`src/bawf_pkg.sv`:
```
// Shared constants and types for the byte add datapath
package bawf_pkg;
  localparam int ADDR_W = 8;
  // Register byte offsets
  localparam logic [ADDR_W-1:0] OFF_ACC = 8'h00;
  localparam logic [ADDR_W-1:0] OFF_FLAGS = 8'h04;
  localparam logic [ADDR_W-1:0] OFF_INSTR = 8'h08;
  localparam logic [ADDR_W-1:0] OFF_MEM = 8'h40;
  // Field positions
  localparam int FLAG_CARRY_BIT = 0;
  localparam int FLAG_HALF_BIT = 1;
  localparam int FLAG_WRAP_BIT = 2;
  localparam int INSTR_OP_LSB = 0;
  localparam int INSTR_ARG_LSB = 8;
  localparam int INSTR_ILLEGAL_BIT = 16;
  // Reset values
  localparam logic [7:0] RST_ACC = 8'h00;
  localparam logic RST_FLAG = 1'b0;
  localparam logic [7:0] RST_OPCODE = 8'h00;
  localparam logic [7:0] RST_ARG = 8'h00;
  localparam logic [7:0] RST_MEM = 8'h00;
  // Opcode fields
  localparam logic [3:0] ADD_HI = 4'h2;
  localparam logic [3:0] LO_IMM = 4'h4;
  localparam logic [3:0] LO_DIRECT = 4'h5;
  localparam logic [2:0] LO_INDIRECT = 3'h3;
  typedef enum logic [2:0] {
    SRC_NONE = 3'b000,
    SRC_IMM = 3'b001,
    SRC_DIRECT = 3'b010,
    SRC_INDIRECT = 3'b011,
    SRC_REG = 3'b100
  } bawf_src_t;
endpackage

```
`src/bawf_alu_if.sv`:
```
// Operand and result bundle between the datapath and its adder
`timescale 1ns/10ps
interface bawf_alu_if;
  logic [7:0] a;
  logic [7:0] b;
  logic cin;
  logic [7:0] sum;
  logic carry_out;
  logic half_carry_out;
  logic signed_wrap_out;
  modport alu (
    input a,
    input b,
    input cin,
    output sum,
    output carry_out,
    output half_carry_out,
    output signed_wrap_out
  );
  modport core (
    output a,
    output b,
    output cin,
    input sum,
    input carry_out,
    input half_carry_out,
    input signed_wrap_out
  );
endinterface // bawf_alu_if

```
`src/bawf_adder.sv`:
```
// Eight-bit adder split at bits 3 and 6 so the flag carries are visible
`timescale 1ns/10ps
module bawf_adder (
  bawf_alu_if.alu bus
);
  logic [4:0] low_sum;
  logic [3:0] mid_sum;
  logic [1:0] top_sum;

  assign low_sum = {1'b0, bus.a[3:0]} + {1'b0, bus.b[3:0]} + {4'h0, bus.cin};
  assign mid_sum = {1'b0, bus.a[6:4]} + {1'b0, bus.b[6:4]} + {3'h0, low_sum[4]};
  assign top_sum = {1'b0, bus.a[7]} + {1'b0, bus.b[7]} + {1'b0, mid_sum[3]};
  assign bus.sum = {top_sum[0], mid_sum[2:0], low_sum[3:0]};
  assign bus.carry_out = top_sum[1];
  assign bus.half_carry_out = low_sum[4];
  // Overflow is the disagreement of the carries into and out of bit 7
  assign bus.signed_wrap_out = mid_sum[3] ^ top_sum[1];
endmodule // bawf_adder

```
`src/bawf_decode.sv`:
```
// Opcode decoder for the add and add-with-carry forms
`timescale 1ns/10ps
module bawf_decode #(
  parameter logic [3:0] SUM_WITH_CARRY_IN_HI = 4'h3
) (
  input wire logic [7:0] i_opcode,
  output bawf_pkg::bawf_src_t o_src,
  output logic o_with_carry,
  output logic o_legal,
  output logic [2:0] o_sel
);
  import bawf_pkg::*;
  logic is_add;
  logic is_sum_with_carry_in;

  assign is_add = i_opcode[7:4] == ADD_HI;
  assign is_sum_with_carry_in = i_opcode[7:4] == SUM_WITH_CARRY_IN_HI;
  assign o_with_carry = is_sum_with_carry_in;
  assign o_sel = i_opcode[2:0];

  always_comb begin
    o_src = SRC_NONE;
    if (is_add || is_sum_with_carry_in) begin
      if (i_opcode[3:0] == LO_IMM) begin
        o_src = SRC_IMM;
      end else if (i_opcode[3:0] == LO_DIRECT) begin
        o_src = SRC_DIRECT;
      end else if (i_opcode[3:1] == LO_INDIRECT) begin
        o_src = SRC_INDIRECT;
      end else if (is_sum_with_carry_in && i_opcode[3]) begin
        // Register form is decoded for add-with-carry only
        o_src = SRC_REG;
      end
    end
  end

  assign o_legal = o_src != SRC_NONE;
endmodule // bawf_decode

```
`src/bawf_top.sv`:
```
// Byte add datapath with flags, reached over APB
//
// Decided for this implementation: the APB register port and the placing of the registers.
`timescale 1ns/10ps
// What this block does
// - The direct add takes its second byte as a data address and adds that byte to ACC.
// - The indirect add adds the byte addressed by pointer register 0 or 1 to ACC.
// - The immediate add adds its literal second byte to ACC and keeps the sum in ACC.
// - Add-with-carry sums source byte, carry flag and ACC and keeps 8 bits in ACC.
// - Carry is set on a carry out of bit 7 and half carry on one out of bit 3, else cleared.
// - The signed wrap flag is set when exactly one of the carries out of bits 6 and 7 occurs.
// - Add-with-carry takes its source as working register, direct, pointer or immediate.
module bawf_top #(
  parameter int DEPTH = 16,
  parameter logic [3:0] SUM_WITH_CARRY_IN_HI = 4'h3
) (
  input wire logic i_clk,
  input wire logic i_resetn,
  input wire logic i_psel,
  input wire logic i_penable,
  input wire logic i_pwrite,
  input wire logic [bawf_pkg::ADDR_W-1:0] i_paddr,
  input wire logic [31:0] i_pwdata,
  output logic [31:0] o_prdata,
  output logic o_pready,
  output logic o_pslverr,
  output logic [7:0] o_acc,
  output logic o_carry_flag,
  output logic o_half_carry_flag,
  output logic o_signed_wrap_flag
);
  import bawf_pkg::*;
  localparam int IW = $clog2(DEPTH);

  logic [7:0] acc_reg;
  logic carry_reg;
  logic half_reg;
  logic wrap_reg;
  logic [7:0] opcode_reg;
  logic [7:0] arg_reg;
  logic exec_reg;
  logic illegal_reg;
  logic wait_reg;
  logic [31:0] prdata_reg;
  logic [31:0] rd_next;
  logic [7:0] mem_reg [DEPTH];

  logic access;
  logic wr_fire;
  logic sel_acc;
  logic sel_flags;
  logic sel_instr;
  logic [ADDR_W-1:0] mem_rel;
  logic mem_hit;
  logic [IW-1:0] mem_idx;
  logic hit;

  bawf_src_t src;
  logic with_carry;
  logic legal;
  logic [2:0] sel;
  logic [7:0] operand;
  logic exec_fire;

  // APB slave: one wait state so a read right after an instruction sees its result
  assign access = i_psel & i_penable;
  assign o_pready = access & wait_reg;
  assign wr_fire = o_pready & i_pwrite;
  assign sel_acc = i_paddr == OFF_ACC;
  assign sel_flags = i_paddr == OFF_FLAGS;
  assign sel_instr = i_paddr == OFF_INSTR;
  assign mem_rel = i_paddr - OFF_MEM;
  assign mem_hit = (i_paddr >= OFF_MEM) && (i_paddr[1:0] == 2'h0) &&
                   (mem_rel[ADDR_W-1:2] < (ADDR_W-2)'(DEPTH));
  assign mem_idx = mem_rel[IW+1:2];
  assign hit = sel_acc | sel_flags | sel_instr | mem_hit;
  assign o_pslverr = o_pready & ~hit;
  assign o_prdata = prdata_reg;

  always_ff @(posedge i_clk or negedge i_resetn) begin
    if (!i_resetn) begin
      wait_reg <= 1'b0;
    end else begin
      wait_reg <= access & ~wait_reg;
    end
  end

  always_comb begin
    rd_next = 32'h0000_0000;
    if (sel_acc) begin
      rd_next[7:0] = acc_reg;
    end else if (sel_flags) begin
      rd_next[FLAG_CARRY_BIT] = carry_reg;
      rd_next[FLAG_HALF_BIT] = half_reg;
      rd_next[FLAG_WRAP_BIT] = wrap_reg;
    end else if (sel_instr) begin
      rd_next[INSTR_OP_LSB +: 8] = opcode_reg;
      rd_next[INSTR_ARG_LSB +: 8] = arg_reg;
      rd_next[INSTR_ILLEGAL_BIT] = illegal_reg;
    end else if (mem_hit) begin
      rd_next[7:0] = mem_reg[mem_idx];
    end
  end

  // Captured in the wait cycle, after any pending instruction has retired
  always_ff @(posedge i_clk or negedge i_resetn) begin
    if (!i_resetn) begin
      prdata_reg <= 32'h0000_0000;
    end else if (access && !wait_reg && !i_pwrite) begin
      prdata_reg <= rd_next;
    end
  end

  // Instruction register: a write issues it for execution on the next edge
  always_ff @(posedge i_clk or negedge i_resetn) begin
    if (!i_resetn) begin
      opcode_reg <= RST_OPCODE;
      arg_reg <= RST_ARG;
      exec_reg <= 1'b0;
    end else begin
      exec_reg <= wr_fire & sel_instr;
      if (wr_fire && sel_instr) begin
        opcode_reg <= i_pwdata[INSTR_OP_LSB +: 8];
        arg_reg <= i_pwdata[INSTR_ARG_LSB +: 8];
      end
    end
  end

  bawf_decode #(
    .SUM_WITH_CARRY_IN_HI(SUM_WITH_CARRY_IN_HI)
  ) u_decode (
    .i_opcode(opcode_reg),
    .o_src(src),
    .o_with_carry(with_carry),
    .o_legal(legal),
    .o_sel(sel)
  );

  assign exec_fire = exec_reg & legal;

  // Operand fetch; pointer registers are data bytes 0 and 1, working registers 0 to 7
  always_comb begin
    unique case (src)
      SRC_IMM: operand = arg_reg;
      SRC_DIRECT: operand = mem_reg[arg_reg[IW-1:0]];
      SRC_INDIRECT: operand = mem_reg[mem_reg[IW'(sel[0])][IW-1:0]];
      SRC_REG: operand = mem_reg[IW'(sel)];
      default: operand = 8'h00;
    endcase
  end

  bawf_alu_if alu ();
  assign alu.a = acc_reg;
  assign alu.b = operand;
  // Plain add forces the carry input low
  assign alu.cin = with_carry & carry_reg;

  bawf_adder u_adder (
    .bus(alu.alu)
  );

  always_ff @(posedge i_clk or negedge i_resetn) begin
    if (!i_resetn) begin
      acc_reg <= RST_ACC;
    end else if (exec_fire) begin
      acc_reg <= alu.sum;
    end else if (wr_fire && sel_acc) begin
      acc_reg <= i_pwdata[7:0];
    end
  end

  always_ff @(posedge i_clk or negedge i_resetn) begin
    if (!i_resetn) begin
      carry_reg <= RST_FLAG;
      half_reg <= RST_FLAG;
      wrap_reg <= RST_FLAG;
    end else if (exec_fire) begin
      carry_reg <= alu.carry_out;
      half_reg <= alu.half_carry_out;
      wrap_reg <= alu.signed_wrap_out;
    end else if (wr_fire && sel_flags) begin
      carry_reg <= i_pwdata[FLAG_CARRY_BIT];
      half_reg <= i_pwdata[FLAG_HALF_BIT];
      wrap_reg <= i_pwdata[FLAG_WRAP_BIT];
    end
  end

  // An unknown opcode leaves accumulator and flags untouched and is only reported
  always_ff @(posedge i_clk or negedge i_resetn) begin
    if (!i_resetn) begin
      illegal_reg <= 1'b0;
    end else if (exec_reg) begin
      illegal_reg <= ~legal;
    end
  end

  // Data bytes: working registers at the bottom, the rest reachable by direct address
  for (genvar g = 0; g < DEPTH; g++) begin : g_mem
    always_ff @(posedge i_clk or negedge i_resetn) begin
      if (!i_resetn) begin
        mem_reg[g] <= RST_MEM;
      end else if (wr_fire && mem_hit && mem_idx == IW'(g)) begin
        mem_reg[g] <= i_pwdata[7:0];
      end
    end
  end

  assign o_acc = acc_reg;
  assign o_carry_flag = carry_reg;
  assign o_half_carry_flag = half_reg;
  assign o_signed_wrap_flag = wrap_reg;

  // Reference values built apart from the adder, for the checks below
  logic [8:0] ref_sum;
  logic [4:0] ref_low;
  logic ref_wrap;
  logic ref_cin;
  assign ref_cin = with_carry ? carry_reg : 1'b0;
  assign ref_sum = {1'b0, acc_reg} + {1'b0, operand} + {8'h00, ref_cin};
  assign ref_low = {1'b0, acc_reg[3:0]} + {1'b0, operand[3:0]} + {4'h0, ref_cin};
  assign ref_wrap = (acc_reg[7] == operand[7]) && (ref_sum[7] != acc_reg[7]);
endmodule // bawf_top

```
`config.mk`:
```
export PLATFORM = sky130hd
export DESIGN_NAME = bawf_top
export DESIGN_NICKNAME = d
export VERILOG_FILES = /design/src/bawf_pkg.sv /design/src/bawf_alu_if.sv /design/src/bawf_adder.sv /design/src/bawf_decode.sv /design/src/bawf_top.sv
export SDC_FILE = /design/constraint.sdc
export NUM_CORES = 1
export LEC_CHECK = 0
export BUFFER_PORTS_ARGS = -buffer_cell sky130_fd_sc_hd__buf_2
export CAP_MARGIN = 40
export CORE_UTILIZATION = 44
export DETAILED_ROUTE_END_ITERATION = 12
export SYNTH_ARGS = -nofsm -noshare
export SYNTH_HDL_FRONTEND = slang
export SYNTH_HIERARCHICAL = 1
export SYNTH_SLANG_ARGS = --single-unit
```
`constraint.sdc`:
```
create_clock -name i_clk -period 4.3 [get_ports i_clk]
set_input_delay 0.86 -clock i_clk [delete_from_list [all_inputs] [get_ports i_clk]]
set_output_delay 0.86 -clock i_clk [all_outputs]
set_load 0.02 [all_outputs]
```
# Word-level counts from Yosys, hierarchy flattened
# Index checks and enable logic that the tools add are counted.
[totals]
out_inout_bits = 45
reg_bits = 175
wordCells = 156
[op_classes]
n_eq_ne = 26
n_mux = 36
n_reduce_logical = 34
addsub = 7
bitwise = 20
order_cmp = 7
[ops]
columns = ["op", "n"]
rows = [
  ["binary-select mux 8 bit (select 4 bit)", 5],
  ["two-way mux 8 bit", 13],
  ["equality test 4 bit, second input constant", 8],
  ["case mux 8 bit (4 select lines)", 1],
  [">= comparator 5 bit, second input constant", 5],
  ["logical AND 1 bit", 25],
  ["equality test 4 x 3 -> 1 bit, second input constant", 6],
  ["two-way mux 3 bit", 6],
  ["two-way mux 9 bit", 2],
  ["equality test 4 x 2 -> 1 bit, second input constant", 4],
  ["inverter 4 -> 5 bit", 3],
  ["two-way mux 14 bit", 1],
  ["equality test 3 x 2 -> 1 bit, second input constant", 3],
  ["AND 1 bit", 8],
  ["equality test 8 x 3 -> 1 bit, second input constant", 1],
  ["equality test 8 x 4 -> 1 bit, second input constant", 1],
  [">= comparator 8 x 7 -> 1 bit, second input constant", 1],
  ["zero test 8 bit", 1],
  ["two-way mux 4 bit", 2],
  ["subtractor 8 x 7 -> 8 bit, second input constant", 1],
  ["less-than comparator 6 x 5 -> 1 bit, second input constant", 1],
  ["two-way mux 1 bit", 6],
  ["adder 4 x 4 -> 5 bit", 1],
  ["adder 5 x 1 -> 5 bit", 1],
  ["other kinds (18)", 24],
]

# Logic depth before layout (Yosys ltp)
# Gate-level depths: netlist of the first run.
[logic_depth]
ltp_word = 15
ltp_mapped = 23
mapped_depth_nobuf = 21

# Modules after synthesis
# The synthesis of the first run kept the hierarchy.
[by_module_without_submodules]
columns = ["mod", "instances", "cells_each", "area_each_um2"]
rows = [
  ["bawf_top", 1, 794, 10903.0],
  ["bawf_adder", 1, 35, 299.0],
  ["bawf_decode", 1, 14, 83.8],
]

# Worst setup path before layout of the first run
# Ideal clock, no wire load.
[synth_path]
kind = "reg-to-reg"
from = "register opcode_reg[0]"
to = "register acc_reg[7] (netlist: o_acc[7])"
path_stages_with_launch = 20
setup_time_ns = 0.083
arrival_ns = 4.380
t_required_ns = 4.217
period_less_slack_ns = 4.463
path_slack_ns = -0.163
n_path_buf = 3
path_cell_list = "dfrtp_1 buf_4 buf_6 mux2i_2 buf_6 mux2i_1 nor2_1 o31ai_1 a21oi_1 or4_1 fa_1 a21o_1 a21oi_1 fa_1 inv_1 a31oi_2 fa_1 inv_1 nand2_1 o21ai_0"
[synth_between]
elab_chain_cells = 14
elab_cells_between_ends = 32
classes_between = "add/sub (6); eq/ne (6); mux (14); bitwise (4); reduce/logical (2)"
[synth_lines]
columns = ["item", "line_no", "rtl"]
rows = [
  ["start: declaration", "bawf_top.sv:39", "logic [7:0] opcode_reg;"],
  ["start signal: assignment", "bawf_top.sv:123", "opcode_reg <= i_pwdata[INSTR_OP_LSB +: 8];"],
  ["inverter 1 -> 5 bit (implied by the code)", "bawf_top.sv:146", "SRC_INDIRECT: operand = mem_reg[mem_reg[IW'(sel[0])][IW-1:0]];"],
  ["binary-select mux 8 bit (select 4 bit)", "bawf_top.sv:146", ""],
  ["two-way mux 4 bit (implied by the code) (2 in a row)", "bawf_top.sv:146", ""],
  ["inverter 4 -> 5 bit (implied by the code)", "bawf_top.sv:146", ""],
  ["binary-select mux 8 bit (select 4 bit)", "bawf_top.sv:146", ""],
  ["two-way mux 8 bit (implied by the code) (2 in a row)", "bawf_top.sv:146", ""],
  ["case mux 8 bit (4 select lines) (*)", "bawf_top.sv:143", "unique case (src)"],
  ["via alu.b[1]", "bawf_alu_if.sv:5", "logic [7:0] b;"],
  ["adder 4 x 4 -> 5 bit (*)", "n/a", ""],
  ["adder 5 x 1 -> 5 bit (*)", "bawf_adder.sv:10", "assign low_sum = {1'b0, bus.a[3:0]} + {1'b0, bus.b[3:0]} + {4'h0, bus.cin};"],
  ["adder 4 x 1 -> 4 bit (*)", "bawf_adder.sv:11", "assign mid_sum = {1'b0, bus.a[6:4]} + {1'b0, bus.b[6:4]} + {3'h0, low_sum[4]};"],
  ["adder 2 x 1 -> 2 bit (*)", "bawf_adder.sv:12", "assign top_sum = {1'b0, bus.a[7]} + {1'b0, bus.b[7]} + {1'b0, mid_sum[3]};"],
  ["via alu.sum[7]", "bawf_alu_if.sv:7", "logic [7:0] sum;"],
  ["two-way mux 8 bit (*)", "bawf_top.sv:165", "end else if (exec_fire) begin"],
  ["end signal: assignment", "bawf_top.sv:166", "acc_reg <= alu.sum;"],
  ["end signal: assignment", "bawf_top.sv:168", "acc_reg <= i_pwdata[7:0];"],
  ["end: declaration", "bawf_top.sv:35", "logic [7:0] acc_reg;"],
]
# Mark *: on every way through the listed nets, which the timed path passes. The rest lies on a longest branch. The select of a mux whose other input is x is not followed.
# A chain may end at the register's enable or synchronous reset.

# Worst setup path in the final report of the first run
[layout_path]
from = "register arg_reg[0]"
to = "register acc_reg[7] (netlist: o_acc[7])"
[layout_between]
elab_chain_cells = 10
elab_cells_between_ends = 12
classes_between = "add/sub (6); mux (5); bitwise (1)"
[layout_lines]
columns = ["item", "line_no", "rtl"]
rows = [
  ["start: declaration", "bawf_top.sv:40", "logic [7:0] arg_reg;"],
  ["start signal: assignment", "bawf_top.sv:124", "arg_reg <= i_pwdata[INSTR_ARG_LSB +: 8];"],
  ["inverter 4 -> 5 bit (implied by the code)", "bawf_top.sv:145", "SRC_DIRECT: operand = mem_reg[arg_reg[IW-1:0]];"],
  ["binary-select mux 8 bit (select 4 bit)", "bawf_top.sv:145", ""],
  ["two-way mux 8 bit (implied by the code) (2 in a row)", "bawf_top.sv:145", ""],
  ["case mux 8 bit (4 select lines) (*)", "bawf_top.sv:143", ""],
  ["via alu.b[0]", "bawf_alu_if.sv:5", ""],
  ["adder 4 x 4 -> 5 bit (*)", "n/a", ""],
  ["adder 5 x 1 -> 5 bit (*)", "bawf_adder.sv:10", ""],
  ["adder 4 x 1 -> 4 bit (*)", "bawf_adder.sv:11", ""],
  ["adder 2 x 1 -> 2 bit (*)", "bawf_adder.sv:12", ""],
  ["via alu.sum[7]", "bawf_alu_if.sv:7", ""],
  ["two-way mux 8 bit (*)", "bawf_top.sv:165", ""],
]
# Marks and branches as above.

==> results of run 1 <==
final cells by class:
| class | instances | area [um2] | share of cell area (%) |
|---|---|---|---|
| repair buffers | 172 | 1190 | 8.96 |
| inverters | 20 | 75.1 | 0.567 |
| multi-input cells | 581 | 6530 | 49.3 |
| clock buffers | 19 | 433 | 3.27 |
| clock inverters | 13 | 223 | 1.68 |
| flip-flops and latches | 175 | 4380 | 33.1 |
| well taps | 330 | 413 | 3.12 |
stage by stage:
step           cell area, um2  hold WS (ps)  instances  utilization (%)  power (mW)
2_1_floorplan           11400           409        857                -        1.79
3_3_place_gp            12500           422       1271             49.4        1.87
3_5_place_dp            12500           432       1272             49.5        1.87
4_1_cts                 13200           441       1309             52.4        3.63
5_1_grt                 13200           451       1310             52.6        3.72
6_report                13200           444       1310             52.6        3.61
worst reg2reg max path, delay by kind of cell, from the launching register on:
kind,cells,cell delay (ps)
muxes,2,1040
adders and majority gates,4,1150
AOI/OAI and AO/OA,4,620
buffers and inverters,5,380
and+or+nand+nor,3,600
DFF,1,500
kinds of logic (layout without fill, tap and decap cells):
logic type                 after synthesis  count (layout)  synth area share [%]
muxes                                  311             312                  42.6
xor gates and xnor gates                 4               4                 0.310
buffers and inverters                  102             224                  4.61
other                                    1              15                0.0332
adders and majority gates               10              10                  1.44
and+or+nand+nor                        150             150                  6.87
DFF                                    175             175                  38.8
AOI/OAI and AO/OA                       90              90                  5.31
timing repair:
item,CTS,global route
pin swaps,10,6
gates cloned,1,0
setup endpoints to repair,5,5
setup buffers,4,1
gates resized for setup,26,7
endpoints found under the hold margin,0,0
synth_stat cells (14+ instances only):
master / number
a21oi_1: 14
buf_2: 17
buf_4: 20
clkbuf_1: 35
dfrtp_1: 175
inv_1: 20
mux2_2: 160
mux2i_1: 33
mux4_2: 103
nand2_1: 62
nor2_1: 15
o21ai_0: 26
report_power, final:
group / internal [mW] / total [mW] / switching [mW]
Combinational: 0.0544 / 0.182 / 0.128
Clock: 1.05 / 1.77 / 0.721
Sequential: 1.65 / 1.66 / 0.00635
Total: 2.75 / 3.61 / 0.855
layer usage:
layer | up-vias | wire [um]
met4 | 0 | 807
met5 | - | 0
met1 | 4206 | 14400
met2 | 332 | 14900
li1 | 3481 | -
met3 | 48 | 2220
cell usage in the layout, fill, tap and decap left out, types with 12 or more instances in the layout:
cell / count
conb_1: 15
nand2_1: 62
clkbuf_16: 17
nor2_1: 15
buf_2: 58
a21oi_1: 13
inv_1: 17
mux2i_1: 32
mux2_2: 161
o21ai_0: 24
mux4_2: 108
nand3_1: 12
buf_4: 108
dfrtp_1: 173
path summary, 6_finish.rpt:
path	from	end	slack, ps	cells after the start
setup / recovery	arg_reg[0]$_DFFE_PN0P_	o_acc[7]$_DFFE_PN0P_	-70	18
setup reg to reg	arg_reg[0]$_DFFE_PN0P_	o_acc[7]$_DFFE_PN0P_	-70	18
hold reg to reg	wait_reg$_DFF_PN0_	wait_reg$_DFF_PN0_	440	1
min in group asynchronous	i_resetn	o_acc[0]$_DFFE_PN0P_	510	1
max in group asynchronous	i_resetn	mem_reg[10]$_DFFE_PN0P_	2930	2
hold / removal	wait_reg$_DFF_PN0_	wait_reg$_DFF_PN0_	440	1
==> summary.md, run 1 <==
The tools report the worst endpoint required time as 4660 ps. The total clock sinks is 175, and the weighted congestion at the end of routability-driven global placement is 0.885. The tools report the via count of the first global-routing pass as 8,045. The analysis attributes to cell leakage a power of 5.98 nW.

The startpoint type of the worst setup path was a flip-flop. The number of I/O port buffers is 58. The checks that failed: negative setup slack. The min-delay analysis places its worst path in the category reg -> reg. In the global route stage, overall resource usage came out at 25.9%. Counting I/O delays and the setup requirement, the final critical path takes 4370 ps. The level count of the clock H-tree is 4, and the critical path arrival is 4730 ps. Dividing the detail-routed wire length by the instance count gives 24.7 um.

For the final setup slack of the worst path, the log shows -72.8 ps. OpenSTA, run right after detailed placement, puts the worst setup slack at -266 ps. STA classifies the critical path endpoint as a flip-flop. The final-layout fill cell count is 2,125. The routed layout has 8,067 vias.

In the post-synthesis netlist, the biggest area contributors are dfrtp_1, mux4_2, mux2_2. The net total in the final layout is 1,022, and the area of the core is 25,200 um2. Summed over its instances, the top area cell type makes up 38.8% of the synthesized netlist area. The logs give 2 for the number of buffers on the longest clock path and 37.0% for the met1 track demand over resource in global routing. Prevailing post-synth register cell: dfrtp_1. The largest area contributor in the synthesized netlist is dfrtp_1. Global routing consumed, on the met2 layer, 39.8% of the routing resources.

Buffers inserted to repair hold after CTS numbered 0. The slowest stage of the critical path belongs to the cell mux4_2. Clock-pin slew was measured on the worst setup and hold paths at 70 ps.

TritonCTS built the clock tree. The logs give 0 for the final antenna-violating net count and 39.5% for the normalized max-slew margin. The number of buffer and inverter stages on the critical path came out at 5. The count of flip-flops with a built-in enable after synthesis works out to 0. The floorplan step defined a die boundary enclosing 26,300 um2. In this run the horizontal extent of the chip is 162 um.

The die is 162 um tall. For the number of primary I/O pins, the log shows 90. The number of distinct library cells after synthesis was 56; the share of final-layout standard cells stronger than drive strength 1 was 51.3%.

The slew at the pin closest to its max-slew limit works out to 908 ps. Setup repair after global routing could not meet its margin everywhere. The clock reaches the later pin of the worst-skew pair after 440 ps. The synthesized area came out at 11,300 um2. The logs give 0 for the number of antenna violations at the first check in global routing and 44.8% for the initial core utilization.

Compared with the post-synthesis result, the final layout area differs by 17.3%. The warning count from the yosys run is 6. In this run, CTS created clock tree buffers numbering 17. The sum of net half-perimeters after detailed placement was 23.1 mm.

For this block, the routed nets add up to 32.4 mm of wire. Flip-flop and latch count after synthesis: 175. The run finished, with violations left. The share of the Yosys chip area taken by registers is 38.8%. Of all nets on the critical path, the largest fanout is 7.

Count of final max-slew check failures: 0. Walking the worst path, the cells encountered are mux4_2 -> mux4_2 -> nor2b_4 -> or4_4 -> inv_2 -> fa_2 -> inv_2 -> fa_2 -> a21o_1 -> a21oi_2 -> buf_4 -> fa_2 -> inv_2 -> a31oi_4 -> fa_1 -> inv_1 -> nand2_1 -> o21ai_1. The maximum number of pins on one net before global-route repair was 87; the number of design rule violations left after detail routing was 0. On the worst path, the slowest cell contributes a delay of 550 ps. In the synthesized netlist the async set-or-reset flop fraction comes to 100%. The run gives 0 as the number of antenna diodes. The average cell area after synthesis is 13.4 um2, and the part of the cycle the worst path needs is 102%. In the global route stage, met3 resource usage came out at 5.46%. The register with the most flip-flops in the layout has 128 of them. The gate count after technology mapping is 843, and the global-route wire length before repair is 50.6 mm. Grouping stages by cell kind, the critical path spends the most delay in adder cells. The ratio of total power to cell area works out to 273 nW/um2. The critical path is of the reg -> reg type.

In this run the most used layer during global routing was met2. Dividing the detail-routed via count by the number of cells gives 6.16. Global routing finished with a remaining overflow of 0. The first routing iteration left 790 violations.

The first detailed-routing pass ran for 5 iterations. Across the run, the number of max-cap violations was 0. Across the VDD grid, the largest voltage drop is 0.282 mV.

Between clock sinks in the finished design, the worst skew comes to 11.7 ps. Setup violations remaining at the end of the flow were counted as 4. For this run, the top clock speed supported by timing is 0.229 GHz. The tools report the summed negative setup slack over all endpoints as -152 ps. The tools report the final count of hold timing violations as 0. Clock tree synthesis selected as its root buffer the cell clkbuf_16. For the site row count, the log shows 58.
Note: power is estimated with default switching activity, not from simulation.
==> run 2, diff against run 1 <==
--- a/config.mk
+++ b/config.mk
@@ -9,6 +9,7 @@
 export CAP_MARGIN = 40
 export CORE_UTILIZATION = 44
 export DETAILED_ROUTE_END_ITERATION = 12
+export RECOVER_POWER = 50
 export SYNTH_ARGS = -nofsm -noshare
 export SYNTH_HDL_FRONTEND = slang
 export SYNTH_HIERARCHICAL = 1
==> summary.md, run 2 (synthesis results as in run 1) <==
STA classifies the critical path startpoint as a flip-flop. The tools report the count of final max-slew check failures as 87 (+87). The overall overflow remaining after global route is 0 (unchanged). The maximum fanout count along the critical path was 7 (unchanged). The number of design rule violations left after detail routing came out at 0 (unchanged). The area of the core is 25,200 um2 (unchanged). For the initial core utilization, the log shows 44.8% (unchanged). The part of the cycle the worst path needs was 102% (about the same); the share of final-layout standard cells stronger than drive strength 1 was 50.1% (-1.2 points). The post-detailed-route via-to-cell ratio is 6.13 (-0.45%).

The final setup slack of the worst path was -69.0 ps (+3.75 ps). Insertion delay of the later-clocked pin in the worst-skew pair: 430 ps (about the same). The proportion of power drawn by flip-flops and latches came out at 46.0% (about the same). The slew at the pin closest to its max-slew limit was 2260 ps (+1350 ps); the level count of the clock H-tree was 4 (unchanged). The normalized max-slew margin is -50.7% (-90 points), and the total clock sinks is 175 (unchanged). Achievable clock frequency: 0.229 GHz (about the same).

The switching power share of the total was 23.6% (-0.055 points). The final reports fail on max-capacitance violations, max-slew violations, negative setup slack. The tools report the placed instance area as 12,500 um2 (unchanged). The count of TritonRoute iterations in the first routing pass is 5 (unchanged). Minimum clock period after layout: 4370 ps (-3.75 ps). The path class of the tightest hold or removal check is reg -> reg. For the part of the power in combinational logic, the log shows 5.0% (about the same). For the die area, the log shows 26,300 um2 (unchanged). The final count of hold timing violations is 0 (unchanged), and the internal portion of total power is 2.75 mW (about the same). The die span in x works out to 162 um (unchanged). The run gives 1 (+1) as the max-cap violation count. The summed negative setup slack over all endpoints is -136 ps (+16.5 ps). The flow ran to the end, but the final reports show violations.

The top cell types in the final layout, fill and taps aside, are dfrtp_1, mux2_2, mux4_2, buf_4, nand2_1. The run gives 0.851 mW (-0.40%) as the switching power. The ratio of total power to cell area was 273 nW/um2 (+0.15%); the number of antenna diodes was 0 (unchanged). The number of vias after detailed routing was 8,031 (-0.45%). The logs give 4720 ps (about the same) for the critical path arrival and 25.9% (unchanged) for the all-layer global routing usage. Setup repair after global routing could not meet its margin everywhere.

The number of cells traversed by the worst register-to-register path works out to 18 (unchanged). The run gives 0 (unchanged) as the final antenna-violating net count. The run gives 2 (unchanged) as the number of buffers on the longest clock path. In this run the critical register-to-register path is captured at o_acc[7]$_DFFE_PN0P_.

The clock slew seen by the registers of the worst setup and hold paths is 70 ps (about the same). The post-route worst hold slack is 444 ps (+0.107 ps), and the cell depth of the worst min-delay path is 1 (unchanged). The worst register-to-register path begins at arg_reg[0]$_DFFE_PN0P_. The tools report the cell chosen for the clock root as clkbuf_16. The post-route clock skew was 10.9 ps (-0.769 ps). The clock network fraction of design power was 49.0% (about the same). The logs give 2,141 (+0.75%) for the final-layout fill cell count and 5.92 nW (-0.98%) for the leakage power.

The number of setup violations in the final report came out at 4 (unchanged). The iteration-0 DRC count of the detailed router came out at 794 (+0.51%). The run gives 0.278 mV (-1.4%) as the worst supply voltage drop on vdd.

The flip-flop count of the largest register after layout was 128 (unchanged). The area growth from synthesis to layout works out to 16.9%. For the via count of the first global-routing pass, the log shows 8,045 (unchanged).

For the utilization after layout, the log shows 52.4% (-0.16 points). The number of antenna violations at the first check in global routing is 0 (unchanged). The number of I/O port buffers is 58 (unchanged).

For the worst endpoint required time, the log shows 4650 ps (about the same). The setup path with the least slack is of type reg -> reg. The tools report the endpoint of the worst hold path as wait_reg$_DFF_PN0_. The sum of net half-perimeters after detailed placement is 23.1 mm (unchanged), and the area of all placed cells without fillers is 13,200 um2 (-0.31%). Number of clock buffers inserted by TritonCTS: 17 (unchanged). For the site row count, the log shows 58 (unchanged). The worst hold path begins at wait_reg$_DFF_PN0_. The number of primary I/O pins was 90 (unchanged). The tools report the slack of the worst reg-to-reg path as -70 ps (about the same). The logs give 87 (unchanged) for the maximum number of pins on one net before global-route repair and 0.885 (unchanged) for the weighted congestion at the end of routability-driven global placement.

The global-route wire length before repair is 50.6 mm (unchanged). Leaving out fill and tap cells, the most frequent cell in the layout is dfrtp_1. TritonCTS built the clock tree. The average wire per cell in the routed design is 24.7 um (about the same), and the vertical die dimension is 162 um (unchanged). The net total in the final layout was 1,022 (unchanged); the total wire length after detailed routing was 32.4 mm (about the same). The tools report the hold buffer count at CTS as 0 (unchanged). The worst setup path is captured at a flip-flop.
-- run 2: metal layers --
metal  GRT usage, %  routed length [um]  part of all wire (%)  up-vias
met5              0                   0                     0        -
met4           7.25                 750                   2.3        0
met3           5.46                2180                   6.7       46
met2           39.8               15000                    46      318
met1           37.0               14400                    45     4194
li1               -                   -                     -     3473
-- run 2: layout make-up --
type                            instances  area (um2)  share of cell area (%)
Timing Repair Buffer                  172        1140                    8.68
Clock buffer                           19         433                    3.28
Inverter                               20        75.1                   0.569
Clock inverter                         13         223                    1.69
Sequential cell                       175        4380                    33.2
Multi-Input combinational cell        581        6530                    49.5
Tap cell                              330         413                    3.13
-- run 2: what timing repair did --
action | in CTS | in global routing
endpoints found under the hold margin | 0 | 0
pin swaps | 10 | 6
endpoints found under the setup margin | 5 | 5
gates resized for setup | 26 | 7
gates cloned | 1 | 0
buffers inserted | 4 | 1
-- run 2: power by group through the flow --
stage          combinational (mW)  sequential [mW]  clock [mW]
5_1_grt                     0.194             1.66        1.86
3_3_place_gp                0.179             1.69           0
4_1_cts                     0.183             1.66        1.79
3_5_place_dp                0.182             1.69           0
2_1_floorplan               0.103             1.69           0
6_report                    0.178             1.66        1.77
-- run 2: metrics by stage --
stage	power (mW)	std cells	worst slack, ps
floorplan	1.79	857	16.3
global placement	1.87	1271	-209
detailed placement	1.87	1272	-266
CTS	3.63	1309	-49.3
global route	3.71	1310	-210
finish	3.60	1310	-69.0
-- run 2: worst max-delay path, cell delays in order, from the launching register on --
cell	delay, ps
dfrtp_2	500
mux4_2	550
mux4_2	480
nor2b_4	140
or4_4	420
inv_2	80
fa_2	200
inv_2	40
fa_2	330
a21o_1	200
a21oi_2	130
buf_4	140
fa_2	190
inv_2	50
a31oi_4	200
fa_1	430
inv_1	60
nand2_1	40
o21ai_1	90
-- run 2: worst max-delay path by stage --
stage / from / end / slack (ps) / depth (start not counted)
after global routing: arg_reg[0]$_DFFE_PN0P_ / o_acc[7]$_DFFE_PN0P_ / -210 / 18
after global placement: arg_reg[0]$_DFFE_PN0P_ / o_acc[7]$_DFFE_PN0P_ / -210 / 18
final: arg_reg[0]$_DFFE_PN0P_ / o_acc[7]$_DFFE_PN0P_ / -70 / 18
after floorplan: opcode_reg[0]$_DFFE_PN0P_ / o_acc[7]$_DFFE_PN0P_ / 20 / 19
after CTS: arg_reg[0]$_DFFE_PN0P_ / o_acc[7]$_DFFE_PN0P_ / -50 / 18
after detailed placement: arg_reg[0]$_DFFE_PN0P_ / o_acc[7]$_DFFE_PN0P_ / -270 / 18
